<file path="src/verilog/ctdc_pkg.sv">
// Register map, field layout and reset values of the CAN transmit-driver and clock-out block.
// Assumes a 32-bit APB master that places each 8-bit register in the low byte of one aligned word.
package ctdc_pkg;

  // Register indices as printed; the APB byte address is four times the index.
  localparam logic [5:0] IDX_BIT_TIMING_ONE    = 6'h00;
  localparam logic [5:0] IDX_BIT_TIMING_TWO    = 6'h01;
  localparam logic [5:0] IDX_TX_DRIVER_CONFIG  = 6'h02;
  localparam logic [5:0] IDX_BAUD_PRESCALER    = 6'h03;
  localparam logic [5:0] IDX_RX_READY_LOW      = 6'h04;
  localparam logic [5:0] IDX_RX_READY_HIGH     = 6'h05;
  localparam logic [5:0] IDX_RX_IRQ_MASK_LOW   = 6'h06;
  localparam logic [5:0] IDX_RX_IRQ_MASK_HIGH  = 6'h07;
  localparam logic [5:0] IDX_TX_REQ_SET_LOW    = 6'h08;
  localparam logic [5:0] IDX_TX_REQ_SET_HIGH   = 6'h09;
  localparam logic [5:0] IDX_IRQ_MASK          = 6'h0a;
  localparam logic [5:0] IDX_MODE_AND_STATUS   = 6'h10;
  localparam logic [5:0] IDX_IRQ_FLAGS         = 6'h11;
  localparam logic [5:0] IDX_GENERAL_CONTROL   = 6'h12;
  localparam logic [5:0] IDX_CLOCK_OUTPUT_PIN_CONTROL    = 6'h14;
  localparam logic [5:0] IDX_TXCHECK_ERR_COUNT = 6'h15;
  localparam logic [5:0] IDX_TXCHECK_DATA      = 6'h16;
  localparam logic [5:0] IDX_TX_REQ_CLEAR_LOW  = 6'h18;
  localparam logic [5:0] IDX_TX_REQ_CLEAR_HIGH = 6'h19;
  localparam logic [5:0] IDX_REMOTE_PEND_LOW   = 6'h1a;
  localparam logic [5:0] IDX_REMOTE_PEND_HIGH  = 6'h1b;
  localparam logic [5:0] IDX_TIMESTAMP_HIGH    = 6'h1c;
  localparam logic [5:0] IDX_TIMESTAMP_LOW     = 6'h1d;
  localparam logic [5:0] IDX_PORT0_DIRECTION   = 6'h28;
  localparam logic [5:0] IDX_PORT0_PIN_STATE   = 6'h29;
  localparam logic [5:0] IDX_PORT0_OUT_LATCH   = 6'h2a;
  localparam logic [5:0] IDX_PORT1_DIRECTION   = 6'h2c;
  localparam logic [5:0] IDX_PORT1_PIN_STATE   = 6'h2d;
  localparam logic [5:0] IDX_PORT1_OUT_LATCH   = 6'h2e;
  localparam int         CTDC_NUM_IDX          = 48;

  // Access class bits returned by ctdc_reg_class.
  localparam int CLS_WR   = 0;
  localparam int CLS_RD   = 1;
  localparam int CLS_INIT = 2;

  localparam logic [7:0] CTDC_RESET_VAL = 8'h00;
  localparam logic [3:0] CC_RESET_VAL   = 4'h1;
  localparam logic [7:0] CC_UNLOCK      = 8'h80;
  localparam logic [7:0] MOD_WMASK      = 8'h83;
  localparam int         MOD_IM_BIT     = 0;
  localparam int         CTRL_RX_BIT    = 7;

  // Transmit driver configuration fields; pin n fields start at OC_PIN_LSB + n * OC_STRIDE.
  localparam int OC_MODE_LSB = 0;
  localparam int OC_PIN_LSB  = 2;
  localparam int OC_STRIDE   = 3;
  localparam int OC_POL_OFS  = 0;
  localparam int OC_LS_OFS   = 1;
  localparam int OC_HS_OFS   = 2;
  localparam logic [1:0] OM_TEST  = 2'b10;
  localparam logic [1:0] OM_CLOCK = 2'b11;

  function automatic logic [2:0] ctdc_reg_class(input logic [5:0] idx);
    unique case (idx)
      IDX_BIT_TIMING_ONE, IDX_BIT_TIMING_TWO, IDX_TX_DRIVER_CONFIG: ctdc_reg_class = 3'b111;
      IDX_BAUD_PRESCALER: ctdc_reg_class = 3'b101;
      IDX_CLOCK_OUTPUT_PIN_CONTROL, IDX_TX_REQ_CLEAR_LOW, IDX_TX_REQ_CLEAR_HIGH: ctdc_reg_class = 3'b001;
      IDX_TXCHECK_DATA, IDX_REMOTE_PEND_LOW, IDX_REMOTE_PEND_HIGH,
      IDX_PORT0_PIN_STATE, IDX_PORT1_PIN_STATE: ctdc_reg_class = 3'b010;
      IDX_RX_READY_LOW, IDX_RX_READY_HIGH, IDX_RX_IRQ_MASK_LOW, IDX_RX_IRQ_MASK_HIGH,
      IDX_TX_REQ_SET_LOW, IDX_TX_REQ_SET_HIGH, IDX_IRQ_MASK, IDX_MODE_AND_STATUS,
      IDX_IRQ_FLAGS, IDX_GENERAL_CONTROL, IDX_TXCHECK_ERR_COUNT, IDX_TIMESTAMP_HIGH,
      IDX_TIMESTAMP_LOW, IDX_PORT0_DIRECTION, IDX_PORT0_OUT_LATCH, IDX_PORT1_DIRECTION,
      IDX_PORT1_OUT_LATCH: ctdc_reg_class = 3'b011;
      default: ctdc_reg_class = 3'b000;
    endcase
  endfunction : ctdc_reg_class

endpackage : ctdc_pkg

</file>
<file path="src/verilog/ctdc_top.sv">
// Configuration register bank of a standalone CAN controller behind an APB slave, with the
// transmit pin drivers and the programmable clock output divider.
// Assumes the protocol core supplies the serial bit sequence, the bit-rate clock and status levels,
// all synchronous to clk; the clock output is produced from clk, which is the oscillator.
//
// The APB interface to the registers is this design's own decision.
`timescale 1ns/10ps
module ctdc_top
  import ctdc_pkg::*;
(
  input  wire logic        clk,
  input  wire logic        resetn,
  input  wire logic        psel,
  input  wire logic        penable,
  input  wire logic        pwrite,
  input  wire logic [7:0]  paddr,
  input  wire logic [31:0] pwdata,
  output logic [31:0]      prdata,
  output logic             pready,
  output logic             pslverr,
  input  wire logic        can_tx_bit,
  input  wire logic        can_bit_clock,
  input  wire logic        receive_input_zero,
  input  wire logic [4:0]  can_status,
  input  wire logic [7:0]  txcheck_data,
  input  wire logic [15:0] remote_pending,
  input  wire logic [7:0]  port0_pin_state,
  input  wire logic [7:0]  port1_pin_state,
  output logic [1:0]       transmit_pin_out,
  output logic [1:0]       transmit_pin_oe,
  output logic             clock_output_pin,
  output logic             clock_output_pin_bypass,
  output logic [15:0]      tx_request_clear
);

  logic [7:0]  mem_ff [0:CTDC_NUM_IDX-1];
  logic        pready_ff;
  logic        pslverr_ff;
  logic [31:0] prdata_ff;
  logic [3:0]  cc_ff;
  logic        armed_ff;
  logic [3:0]  cnt_ff;
  logic        clock_output_pin_ff;
  logic        bypass_ff;
  logic [15:0] trq_clear_ff;

  // Bus decode. The request is held through the access phase, so decode stays valid to the end.
  logic [5:0]  idx;
  logic [2:0]  cls;
  logic        init_mode;
  logic        gated_off;
  logic        refuse;
  logic        access_go;
  logic        done_wr;
  logic        store_en;
  logic [7:0]  wmask;
  logic [7:0]  rd_val;
  logic [7:0]  mem_rd;

  assign idx       = paddr[7:2];
  assign cls       = ctdc_reg_class(idx);
  assign init_mode = mem_ff[IDX_MODE_AND_STATUS][MOD_IM_BIT];
  assign gated_off = cls[CLS_INIT] && !init_mode;
  assign refuse    = (paddr[1:0] != 2'b00) || gated_off
                     || (pwrite ? !cls[CLS_WR] : !cls[CLS_RD]);
  assign access_go = psel && penable && !pready_ff;
  assign done_wr   = psel && penable && pready_ff && pwrite && !refuse;
  assign store_en  = done_wr && idx != IDX_CLOCK_OUTPUT_PIN_CONTROL
                     && idx != IDX_TX_REQ_CLEAR_LOW && idx != IDX_TX_REQ_CLEAR_HIGH;
  assign wmask     = (idx == IDX_MODE_AND_STATUS) ? MOD_WMASK : 8'hff;
  assign mem_rd    = (idx < 6'(CTDC_NUM_IDX)) ? mem_ff[idx] : 8'h00;

  always_comb begin
    unique case (idx)
      IDX_TXCHECK_DATA:      rd_val = txcheck_data;
      IDX_REMOTE_PEND_LOW:   rd_val = remote_pending[7:0];
      IDX_REMOTE_PEND_HIGH:  rd_val = remote_pending[15:8];
      IDX_PORT0_PIN_STATE:   rd_val = port0_pin_state;
      IDX_PORT1_PIN_STATE:   rd_val = port1_pin_state;
      IDX_MODE_AND_STATUS:   rd_val = {mem_rd[7], can_status, mem_rd[1:0]};
      IDX_GENERAL_CONTROL:   rd_val = {receive_input_zero, mem_rd[6:0]};
      default:               rd_val = mem_rd;
    endcase
  end

  // Every access answers one cycle into the access phase; refused ones read zero and flag an error.
  always_ff @(posedge clk or negedge resetn) begin
    if (!resetn) begin
      pready_ff  <= 1'b0;
      pslverr_ff <= 1'b0;
      prdata_ff  <= 32'h0000_0000;
    end else begin
      pready_ff  <= access_go;
      pslverr_ff <= access_go && refuse;
      prdata_ff  <= (access_go && !pwrite && !refuse) ? {24'h00_0000, rd_val} : 32'h0000_0000;
    end
  end

  assign pready  = pready_ff;
  assign pslverr = pslverr_ff;
  assign prdata  = prdata_ff;

  // Plain storage; only the bits in wmask of the mode register are host writable.
  for (genvar i = 0; i < CTDC_NUM_IDX; i++) begin : g_mem
    always_ff @(posedge clk or negedge resetn) begin
      if (!resetn) begin
        mem_ff[i] <= CTDC_RESET_VAL;
      end else if (store_en && idx == 6'(i)) begin
        mem_ff[i] <= (mem_ff[i] & ~wmask) | (pwdata[7:0] & wmask);
      end
    end
  end

  // Transmit request clear is write only: a write becomes a one-cycle pulse per set bit.
  logic [15:0] nxt_trq_clear;
  assign nxt_trq_clear = {(done_wr && idx == IDX_TX_REQ_CLEAR_HIGH) ? pwdata[7:0] : 8'h00,
                          (done_wr && idx == IDX_TX_REQ_CLEAR_LOW) ? pwdata[7:0] : 8'h00};

  always_ff @(posedge clk or negedge resetn) begin
    if (!resetn) begin
      trq_clear_ff <= 16'h0000;
    end else begin
      trq_clear_ff <= nxt_trq_clear;
    end
  end

  assign tx_request_clear = trq_clear_ff;

  // Clock-out control: the unlock word arms, the next write to it commits only with a clear top nibble.
  // Any other write to it disarms, but writes to other registers leave it armed; while armed, a stray store to it with a clear top nibble alters the clock.
  logic       cc_wr;
  logic       cc_unlock_wr;
  logic       cc_commit;
  logic [3:0] nxt_cc;
  logic       nxt_armed;

  assign cc_wr        = done_wr && idx == IDX_CLOCK_OUTPUT_PIN_CONTROL;
  assign cc_unlock_wr = cc_wr && pwdata[7:0] == CC_UNLOCK;
  assign cc_commit    = cc_wr && !cc_unlock_wr && armed_ff && pwdata[7:4] == 4'h0;
  assign nxt_cc       = cc_commit ? pwdata[3:0] : cc_ff;
  assign nxt_armed    = cc_wr ? cc_unlock_wr : armed_ff;

  always_ff @(posedge clk or negedge resetn) begin
    if (!resetn) begin
      cc_ff    <= CC_RESET_VAL;
      armed_ff <= 1'b0;
    end else begin
      cc_ff    <= nxt_cc;
      armed_ff <= nxt_armed;
    end
  end

  // Divide by 2n toggles every n cycles; code zero hands the oscillator to the pad via bypass.
  logic       cc_div;
  logic       cc_toggle;
  logic [3:0] nxt_cnt;
  logic       nxt_clock_output_pin;

  assign cc_div     = !cc_ff[3] && cc_ff != 4'h0;
  assign cc_toggle  = cc_div && cnt_ff >= cc_ff - 4'h1;
  assign nxt_cnt    = (cc_div && !cc_toggle) ? cnt_ff + 4'h1 : 4'h0;
  assign nxt_clock_output_pin = cc_div && (clock_output_pin_ff ^ cc_toggle);

  always_ff @(posedge clk or negedge resetn) begin
    if (!resetn) begin
      cnt_ff    <= 4'h0;
      clock_output_pin_ff <= 1'b0;
      bypass_ff <= 1'b0;
    end else begin
      cnt_ff    <= nxt_cnt;
      clock_output_pin_ff <= nxt_clock_output_pin;
      bypass_ff <= cc_ff == 4'h0;
    end
  end

  assign clock_output_pin = clock_output_pin_ff;
  assign clock_output_pin_bypass    = bypass_ff;

  // Output mode select and the two pin drivers.
  logic [7:0] oc;
  logic [1:0] out_mode;
  logic       pin1_src;
  logic [1:0] pin_src;

  assign oc       = mem_ff[IDX_TX_DRIVER_CONFIG];
  assign out_mode = oc[OC_MODE_LSB +: 2];
  assign pin1_src = (out_mode == OM_CLOCK) ? can_bit_clock
                  : (out_mode == OM_TEST)  ? receive_input_zero
                  : can_tx_bit;
  assign pin_src  = {pin1_src, can_tx_bit};

  for (genvar p = 0; p < 2; p++) begin : g_pin
    ctdc_tx_pin u_pin (
      .clk                  (clk),
      .resetn               (resetn),
      .pin_data             (pin_src[p]),
      .pin_polarity_bit     (oc[OC_PIN_LSB + p * OC_STRIDE + OC_POL_OFS]),
      .low_side_enable_bit  (oc[OC_PIN_LSB + p * OC_STRIDE + OC_LS_OFS]),
      .high_side_enable_bit (oc[OC_PIN_LSB + p * OC_STRIDE + OC_HS_OFS]),
      .pin_out              (transmit_pin_out[p]),
      .pin_oe               (transmit_pin_oe[p])
    );
  end

  logic done_rd;
  logic done_any_wr;
  assign done_rd     = psel && penable && pready_ff && !pwrite;
  // Completion of any write, refused or not, so the gate check sees the refused ones too.
  assign done_any_wr = psel && penable && pready_ff && pwrite;
endmodule : ctdc_top

</file>
<file path="src/verilog/ctdc_tx_pin.sv">
// One transmit pin driver: polarity and separately enabled high and low side transistors.
// Assumes the pad resolves out and oe; oe high means the pin is driven, low means it floats.
`timescale 1ns/10ps
module ctdc_tx_pin
  import ctdc_pkg::*;
(
  input  wire logic clk,
  input  wire logic resetn,
  input  wire logic pin_data,
  input  wire logic pin_polarity_bit,
  input  wire logic low_side_enable_bit,
  input  wire logic high_side_enable_bit,
  output logic      pin_out,
  output logic      pin_oe
);

  logic level;
  logic drive;

  assign level = pin_data ^ pin_polarity_bit;
  // A high level may only come from the pull-up, a low one only from the pull-down.
  assign drive = level ? high_side_enable_bit : low_side_enable_bit;

  always_ff @(posedge clk or negedge resetn) begin
    if (!resetn) begin
      pin_out <= 1'b1;
      pin_oe  <= 1'b0;
    end else begin
      pin_out <= level;
      pin_oe  <= drive;
    end
  end
endmodule : ctdc_tx_pin
</file>
<file path="config.mk">
export PLATFORM = sky130hd
export DESIGN_NAME = ctdc_top
export DESIGN_NICKNAME = d
export VERILOG_FILES = /design/src/verilog/ctdc_pkg.sv /design/src/verilog/ctdc_top.sv /design/src/verilog/ctdc_tx_pin.sv
export SDC_FILE = /design/constraint.sdc
export NUM_CORES = 1
export LEC_CHECK = 0
export ABC_CLOCK_PERIOD_IN_PS = 3400
export BUFFER_PORTS_ARGS = -buffer_cell sky130_fd_sc_hd__buf_2
export CORE_MARGIN = 10
export CORE_UTILIZATION = 35
export CTS_CLUSTER_SIZE = 24
export DETAILED_ROUTE_END_ITERATION = 12
export HOLD_SLACK_MARGIN = 0.03
export PLACE_DENSITY_LB_ADDON = 0.2
export SYNTH_ARGS = -nofsm -noshare
export SYNTH_HDL_FRONTEND = slang
export SYNTH_HIERARCHICAL = 1
export SYNTH_SLANG_ARGS = --single-unit
</file>
<file path="constraint.sdc">
create_clock -name clk -period 3.4 [get_ports clk]
set_input_delay 0.68 -clock clk [delete_from_list [all_inputs] [get_ports clk]]
set_output_delay 0.68 -clock clk [all_outputs]
set_load 0.005 [all_outputs]
</file>
==> qor_table.md, run 1 <==
| Metric | This run |
|---|---|
| Area leader, netlist | dfrtp_1 |
| Share of layout cells above drive strength 1 | 48.13% |
| Cell with the largest stage delay on the worst path | nor2_1 |
| RSZ-0062 raised after global routing | no |
| Total number of yosys warnings | 6 |
| Crit Path Max Fanout | 19 |
| Post-CTS resize count | 0 |
| Final max-slew violation count | 0 |
| # Post-CTS Setup Buffers | 0 |
| Maximum frequency from static timing analysis | 0.3762 GHz |
| Global-route wire length before repair | 80300 um |
| Type of the worst setup path | input port to flop |
| Die boundary width | 254.2 um |
| Clock tree from TritonCTS | done |
| Number of antenna violations at the first check in global routing | 2 |
| CP dominant cell by count | buf_4 |
| Data arrival at the endpoint of the critical path | 3.17 ns |
| Maximum level of the CTS H-tree | 2 |
| CP Launch Type | input port |
| Peak per-stage delay on the critical path | 0.42 ns |
| Die height | 254.2 um |
| Hold slack | 0.1455 ns |
| Total CTS buffers | 47 |
| Sum of negative setup slack | 0 ns |
| Clock Latency Late Sink | 0.57 ns |
| Core region area | 54030 sq um |
| Quantity of I/O buffers inserted on ports | 100 |
| Total number of clock tree sinks | 425 |
| Number of design-rule violations left by the first detailed-router iteration | 686 |
| Mean instance size in the synthesized netlist | 13.96 sq um |
| Cell chain of the critical path | buf_6 -> buf_12 -> ha_1 -> buf_4 -> nand3b_1 -> nor2_1 -> buf_4 -> a22oi_1 -> nand2_1 -> nand2_1 -> o31ai_1 -> buf_4 |
| Flops & latches, synth | 425 |
| Number of endpoints failing setup at the final stage | 0 |
| Power per Cell Area | 487.4 nW/um^2 |
| Kind of end point of the critical path | flop |
| Starting density of the core | 35.55% |
| GRT Util Overall | 16.49% |
| Clock slew seen by the registers of the worst setup and hold paths | 0.06 ns |
| Status | finished, final reports clean |
| Grt ovf | 0 |
| Post-detailed-placement cell area | 20970 sq um |
| Core Rows | 85 |
| EDFF count, synth | 0 |
| Worst min-delay path class | input port to async pin |
| Total detailed-routing wirelength | 52020 um |
| Setup Slack @ Placement | 0.2262 ns |
| Clock Root Buffer | clkbuf_16 |
| Slew at the pin with the worst max-slew slack | 0.8394 ns |
| Share of synthesized registers carrying an async set or reset | 100.0% |
| Synthesized area | 19200 sq um |
| Detailed placer's ending HPWL | 36420 um |
| Setup slack of the critical path after layout | 0.7416 ns |
| Number of nets with antenna violations after routing | 0 |
| Total Power | 0.01102 W |
| Hold-fix buffer count after cts | 0 |
| Nets | 1538 |
| Worst clock skew on the final layout | 0.01547 ns |
| Placer congestion estimate | 0.8778 |
| Number of cells produced by synthesis | 1376 |
| Maximum clock path buffer count | 3 |
| Leakage power figure | 11.00 nW |
| Count of distinct cell types in the synthesized netlist | 63 |
| Via count of the routed design | 11230 |
| Worst VDD drop | 0.3907 mV |
| Post-layout minimum cycle time | 2.658 ns |
| Via count of the first global-routing pass | 12120 |
| Predominant post-synthesis flop cell | dfrtp_1 |
| Maximum number of pins on one net before global-route repair | 90 |
| Average wire per cell in the routed design | 24.04 um |
| Max Cap Viol | 0 |
| DIE AREA | 64640 sq um |
| Share of the synthesized area in the top cell type | 54.99% |
| Share of the yosys chip area belonging to registers | 55.40% |
| Required @ worst endpoint | 3.91 ns |
| Area Overhead vs Synth | 17.73% |
| Relative slew margins | 44.04% |
| Number of iterations in the first detailed-routing pass | 5 |
| DR DRC count | 0 |
| Summed area of non-filler cells in the final layout | 22610 sq um |
| Final-report hold violation count | 0 |
| Period utilization | 78.19% |
| Via/cell ratio | 5.187 |
| Cells taking the most area after synthesis | dfrtp_1, mux2_2, mux4_2 |
| Ports | 149 |
-- stage by stage --
stage               util, %  cells
global route          41.84   2163
floorplan                 -   1399
global placement      38.82   2079
finish                41.85   2164
CTS                   41.84   2163
detailed placement    38.82   2079
-- cells in the mapped netlist, types with 4 or more instances --
library cell  count
a21oi_1          15
a22oi_1          32
a311oi_1          6
and2_1           22
and3_1           16
buf_1             9
buf_2            22
buf_4            30
clkbuf_1        169
dfrtp_1         422
ha_1             13
inv_1             8
mux2_2          282
mux2i_1          23
mux4_2           88
nand2_1          40
nand2b_1          8
nand3_1          13
nand3b_1          4
nand4_1           6
nor2_1           20
nor2_2           10
nor2b_1          12
nor3_1            9
nor3_2            4
o21a_1            6
o21ai_0          13
o221ai_1          4
o22ai_1           8
-- final timing paths --
kind | from | endpoint | slack [ns] | cells after the start
setup reg to reg | pready | flop | 0.92 | 8
setup / recovery | paddr[3] | prdata[0] | 0.74 | 12
hold reg to reg | flop | flop | 0.37 | 0
max in group asynchronous | resetn | g_pin[0].u_pin/pin_out | 2.35 | 2
hold / removal | resetn | async pin | 0.15 | 1
min in group clk | can_tx_bit | g_pin[0].u_pin/pin_out | 0.33 | 2
-- report_power, final --
part	internal (W)	switching, W	total [W]
clock network	0.00327	0.00204	0.00531
logic	0.000210	0.000427	0.000637
registers	0.00507	0.00000395	0.00507
total	0.00855	0.00247	0.0110
-- logic make-up after synthesis --
family | after synthesis | synth area share [%]
DFF | 425 | 55.40
muxes | 395 | 28.21
buffers and inverters | 241 | 5.440
and+or+nand+nor | 186 | 5.583
AOI/OAI and AO/OA | 108 | 4.105
adders and majority gates | 13 | 0.8470
xor gates and xnor gates | 7 | 0.3975
other | 1 | 0.01953
-- layer usage --
layer | track usage [%] | vias up | routed length (um)
li1 | - | 4955 | -
met1 | 24.29 | 5975 | 25120
met2 | 25.21 | 236 | 23820
met3 | 2.341 | 57 | 2323
met4 | 3.882 | 2 | 757
met5 | 0 | - | 7
-- cells in the final DEF, fill, tap and decap left out, types with 5 or more instances in the layout --
cell,count
inv_1,7
mux2_4,10
clkinv_2,10
o21a_1,6
nor2b_1,12
buf_2,97
clkbuf_8,17
buf_12,29
nand2b_1,7
nor2_2,10
a22oi_1,32
dfrtp_1,422
a21oi_1,15
conb_1,24
bufinv_16,5
nand4_1,6
and3_1,16
nand3_1,13
mux2i_1,23
nor2_1,20
ha_1,12
nand2_1,40
clkbuf_16,47
mux4_2,88
mux2_2,274
buf_4,86
nor3_1,8
a311oi_1,6
o21ai_0,13
o22ai_1,7
and2_1,22
nor3_2,5
-- area by class of cell --
cell class / count / area, sq um
inverters: 11 / 48.80
clock buffers: 68 / 1425
flip-flops and latches: 425 / 10640
multi-input cells: 733 / 7676
well taps: 696 / 870.8
fillers: 4975 / 31420
clock inverters: 16 / 209.0
diodes: 1 / 2.502
repair buffers: 214 / 1738
-- critical path, delay by kind of cell --
kind	cells	cell delay (ns)
compound gates	2	0.23
fa+ha+maj	1	0.31
simple gates	4	0.88
buf+inv	5	1.04
No activity file was read; power rests on OpenSTA's default activity.
==> run 2: changes to the inputs <==
--- a/config.mk
+++ b/config.mk
@@ -5,7 +5,7 @@
 export SDC_FILE = /design/constraint.sdc
 export NUM_CORES = 1
 export LEC_CHECK = 0
-export ABC_CLOCK_PERIOD_IN_PS = 3400
+export ABC_CLOCK_PERIOD_IN_PS = 2200
 export BUFFER_PORTS_ARGS = -buffer_cell sky130_fd_sc_hd__buf_2
 export CORE_MARGIN = 10
 export CORE_UTILIZATION = 35
==> constraint.sdc (replaced) <==
create_clock -name clk -period 2.2 [get_ports clk]
set_input_delay 0.44 -clock clk [delete_from_list [all_inputs] [get_ports clk]]
set_output_delay 0.44 -clock clk [all_outputs]
set_load 0.005 [all_outputs]
==> run 2 against run 1 <==
Against the previous run: non-clock buffer count rose by 84; via count increased by 3.3%; register-to-register slack worse by 0.92 ns.
==> qor_table.md, run 2 (same netlist as run 1, synthesis figures left out) <==
| Metric | This run | vs previous |
|---|---|---|
| GRT Util Overall | 16.88% | +0.39 points |
| Nets | 1624 | +5.6% |
| Core region area | 54030 sq um | unchanged |
| CP dominant cell by count | mux4_2 |  |
| Cell with the largest stage delay on the worst path | mux4_2 |  |
| RSZ-0062 raised after global routing | yes |  |
| Slew at the pin with the worst max-slew slack | 0.6746 ns | -0.1648 ns |
| Total CTS buffers | 49 | +4.3% |
| Required @ worst endpoint | 2.66 ns | -1.25 ns |
| Family with the most delay on the worst path | multiplexers |  |
| Clock Latency Late Sink | 0.59 ns | +0.02 ns |
| Number of antenna violations at the first check in global routing | 0 | -2 |
| Kind of end point of the critical path | flop |  |
| Placer congestion estimate | 0.8810 | +0.36% |
| Post-layout minimum cycle time | 2.199 ns |  |
| Period utilization | 99.95% |  |
| Total Power | 0.01735 W | +57% |
| Final max-slew violation count | 0 | unchanged |
| Clock Root Buffer | clkbuf_16 |  |
| Crit Path Max Fanout | 2 | -17 |
| Worst clock skew on the final layout | 0.01753 ns | +0.002063 ns |
| Global routing usage on met3 | 3.675% | +1.3 points |
| Maximum clock path buffer count | 3 | unchanged |
| Number of design-rule violations left by the first detailed-router iteration | 723 | +5.4% |
| Sum of negative setup slack | 0 ns | unchanged |
| Cell chain of the critical path | mux4_2 -> mux4_2 -> and2_4 -> a211oi_2 -> buf_4 -> a311oi_2 -> o21a_1 |  |
| Detailed placer's ending HPWL | 37580 um | +3.2% |
| Worst min-delay path class | input port to flop |  |
| Share of layout cells above drive strength 1 | 52.47% | +4.3 points |
| Commonest cells after routing, fill and taps aside | dfrtp_1, mux2_2, buf_4 |  |
| Leakage power figure | 11.62 nW | +5.6% |
| Area of combinational cells with multiple inputs | 8069 sq um | +5.1% |
| Met1 usage | 24.00% | -0.29 points |
| Ports | 149 | unchanged |
| Filler Cells Inserted | 4899 | -1.5% |
| Met2 usage in global routing | 26.05% | +0.84 points |
| Most heavily used metal layer in global routing | met2 |  |
| Maximum frequency from static timing analysis | 0.4548 GHz |  |
| Worst VDD drop | 0.6253 mV | +60% |
| Total number of clock tree sinks | 425 | unchanged |
| FF+latch area | 10640 sq um | unchanged |
| Type of the worst setup path | flop to flop |  |
| Grt ovf | 0 | unchanged |
| Power per Cell Area | 726.9 nW/um^2 | +49% |
| Peak per-stage delay on the critical path | 0.52 ns | +0.10 ns |
| Core Rows | 85 | unchanged |
| Via count of the first global-routing pass | 12650 | +4.4% |
| Clock tree from TritonCTS | done |  |
| Via count of the routed design | 11590 | +3.3% |
| Relative slew margins | 54.86% | +11 points |
| Average wire per cell in the routed design | 23.74 um | -1.2% |
| Maximum number of pins on one net before global-route repair | 85 | -5.6% |
| Number of iterations in the first detailed-routing pass | 5 | unchanged |
| Via/cell ratio | 5.139 | -0.92% |
| Clock slew seen by the registers of the worst setup and hold paths | 0.06 ns | about the same |
| CP Launch Type | flop |  |
| Total detailed-routing wirelength | 53570 um | +3.0% |
| Area Overhead vs Synth | 24.29% |  |
| Die boundary width | 254.2 um | unchanged |
| Crit path buf inv count | 1 | -4 |
| DIE AREA | 64640 sq um | unchanged |
| Final-report hold violation count | 0 | unchanged |
| Starting density of the core | 35.55% | unchanged |
| DR DRC count | 0 | unchanged |
| Status | finished, final reports clean |  |
| Die height | 254.2 um | unchanged |
| Number of endpoints failing setup at the final stage | 0 | unchanged |
| Data arrival at the endpoint of the critical path | 2.66 ns | -0.51 ns |
| Global-route wire length before repair | 82360 um | +2.6% |
| Max Cap Viol | 0 | unchanged |
| Number of nets with antenna violations after routing | 0 | unchanged |
| Maximum level of the CTS H-tree | 2 | unchanged |
| Leading cell type in the layout, fill and taps excluded | dfrtp_1 |  |
| Quantity of I/O buffers inserted on ports | 100 | unchanged |
## run 2: worst reg2reg max path: stages (launching register included)
cell	delay [ns]
dfrtp_1	0.41
mux4_2	0.48
mux4_2	0.52
and2_4	0.17
a211oi_2	0.13
buf_4	0.16
a311oi_2	0.04
o21a_1	0.18
## run 2: metrics by stage
step	setup slack (ns)	hold WS (ns)	utilization [%]	instances	instance area, sq um
floorplan	-1.061	0.1444	-	1399	19790
global placement	-0.5893	0.3597	40.79	2160	22040
detailed placement	-0.6360	0.3622	40.79	2160	22040
CTS	-0.02056	0.07828	44.12	2256	23840
global route	-0.08835	0.09303	44.18	2255	23870
finish	0.001011	0.1139	44.18	2256	23870
## run 2: final timing paths
kind	start	end	slack, ns	cells past startpoint
worst max register to register	flop	prdata[6]	0.001	7
worst max-delay path	flop	prdata[6]	0.001	7
worst min-delay path	can_tx_bit	g_pin[0].u_pin/pin_out	0.11	2
max in group asynchronous	resetn	async pin	1.05	3
worst min register to register	flop	flop	0.37	0
min in group asynchronous	resetn	async pin	0.35	2
## run 2: power breakdown
group          switching (W)  total (W)  leakage (nW)  internal (W)
Clock                0.00336    0.00839         0.828       0.00503
Sequential        0.00000648    0.00784          5.92       0.00783
Combinational       0.000710    0.00112          4.87      0.000415
## run 2: layout make-up
cell class | instances | area share, %
sequential | 425 | 44.57
multi-input combinational | 733 | 33.80
timing repair buffer | 298 | 10.75
clock buffer | 68 | 5.991
tap | 696 | 3.648
clock inverter | 24 | 1.017
inverter | 11 | 0.2097
antenna | 1 | 0.01048
## run 2: layer usage
metal | share of wire [%] | vias up
li1 | - | 5131
met1 | 47 | 6109
met2 | 45 | 293
met3 | 5.8 | 61
met4 | 1.8 | 0
met5 | 0 | -
## run 2: timing repair
| item | CTS | global route |
|---|---|---|
| pin swaps | 9 | 8 |
| hold buffers | 1 | 0 |
| endpoints found under the setup margin | 126 | 148 |
| resized for setup | 12 | 10 |
| endpoints found under the hold margin | 20 | 0 |
| setup buffers | 3 | 1 |
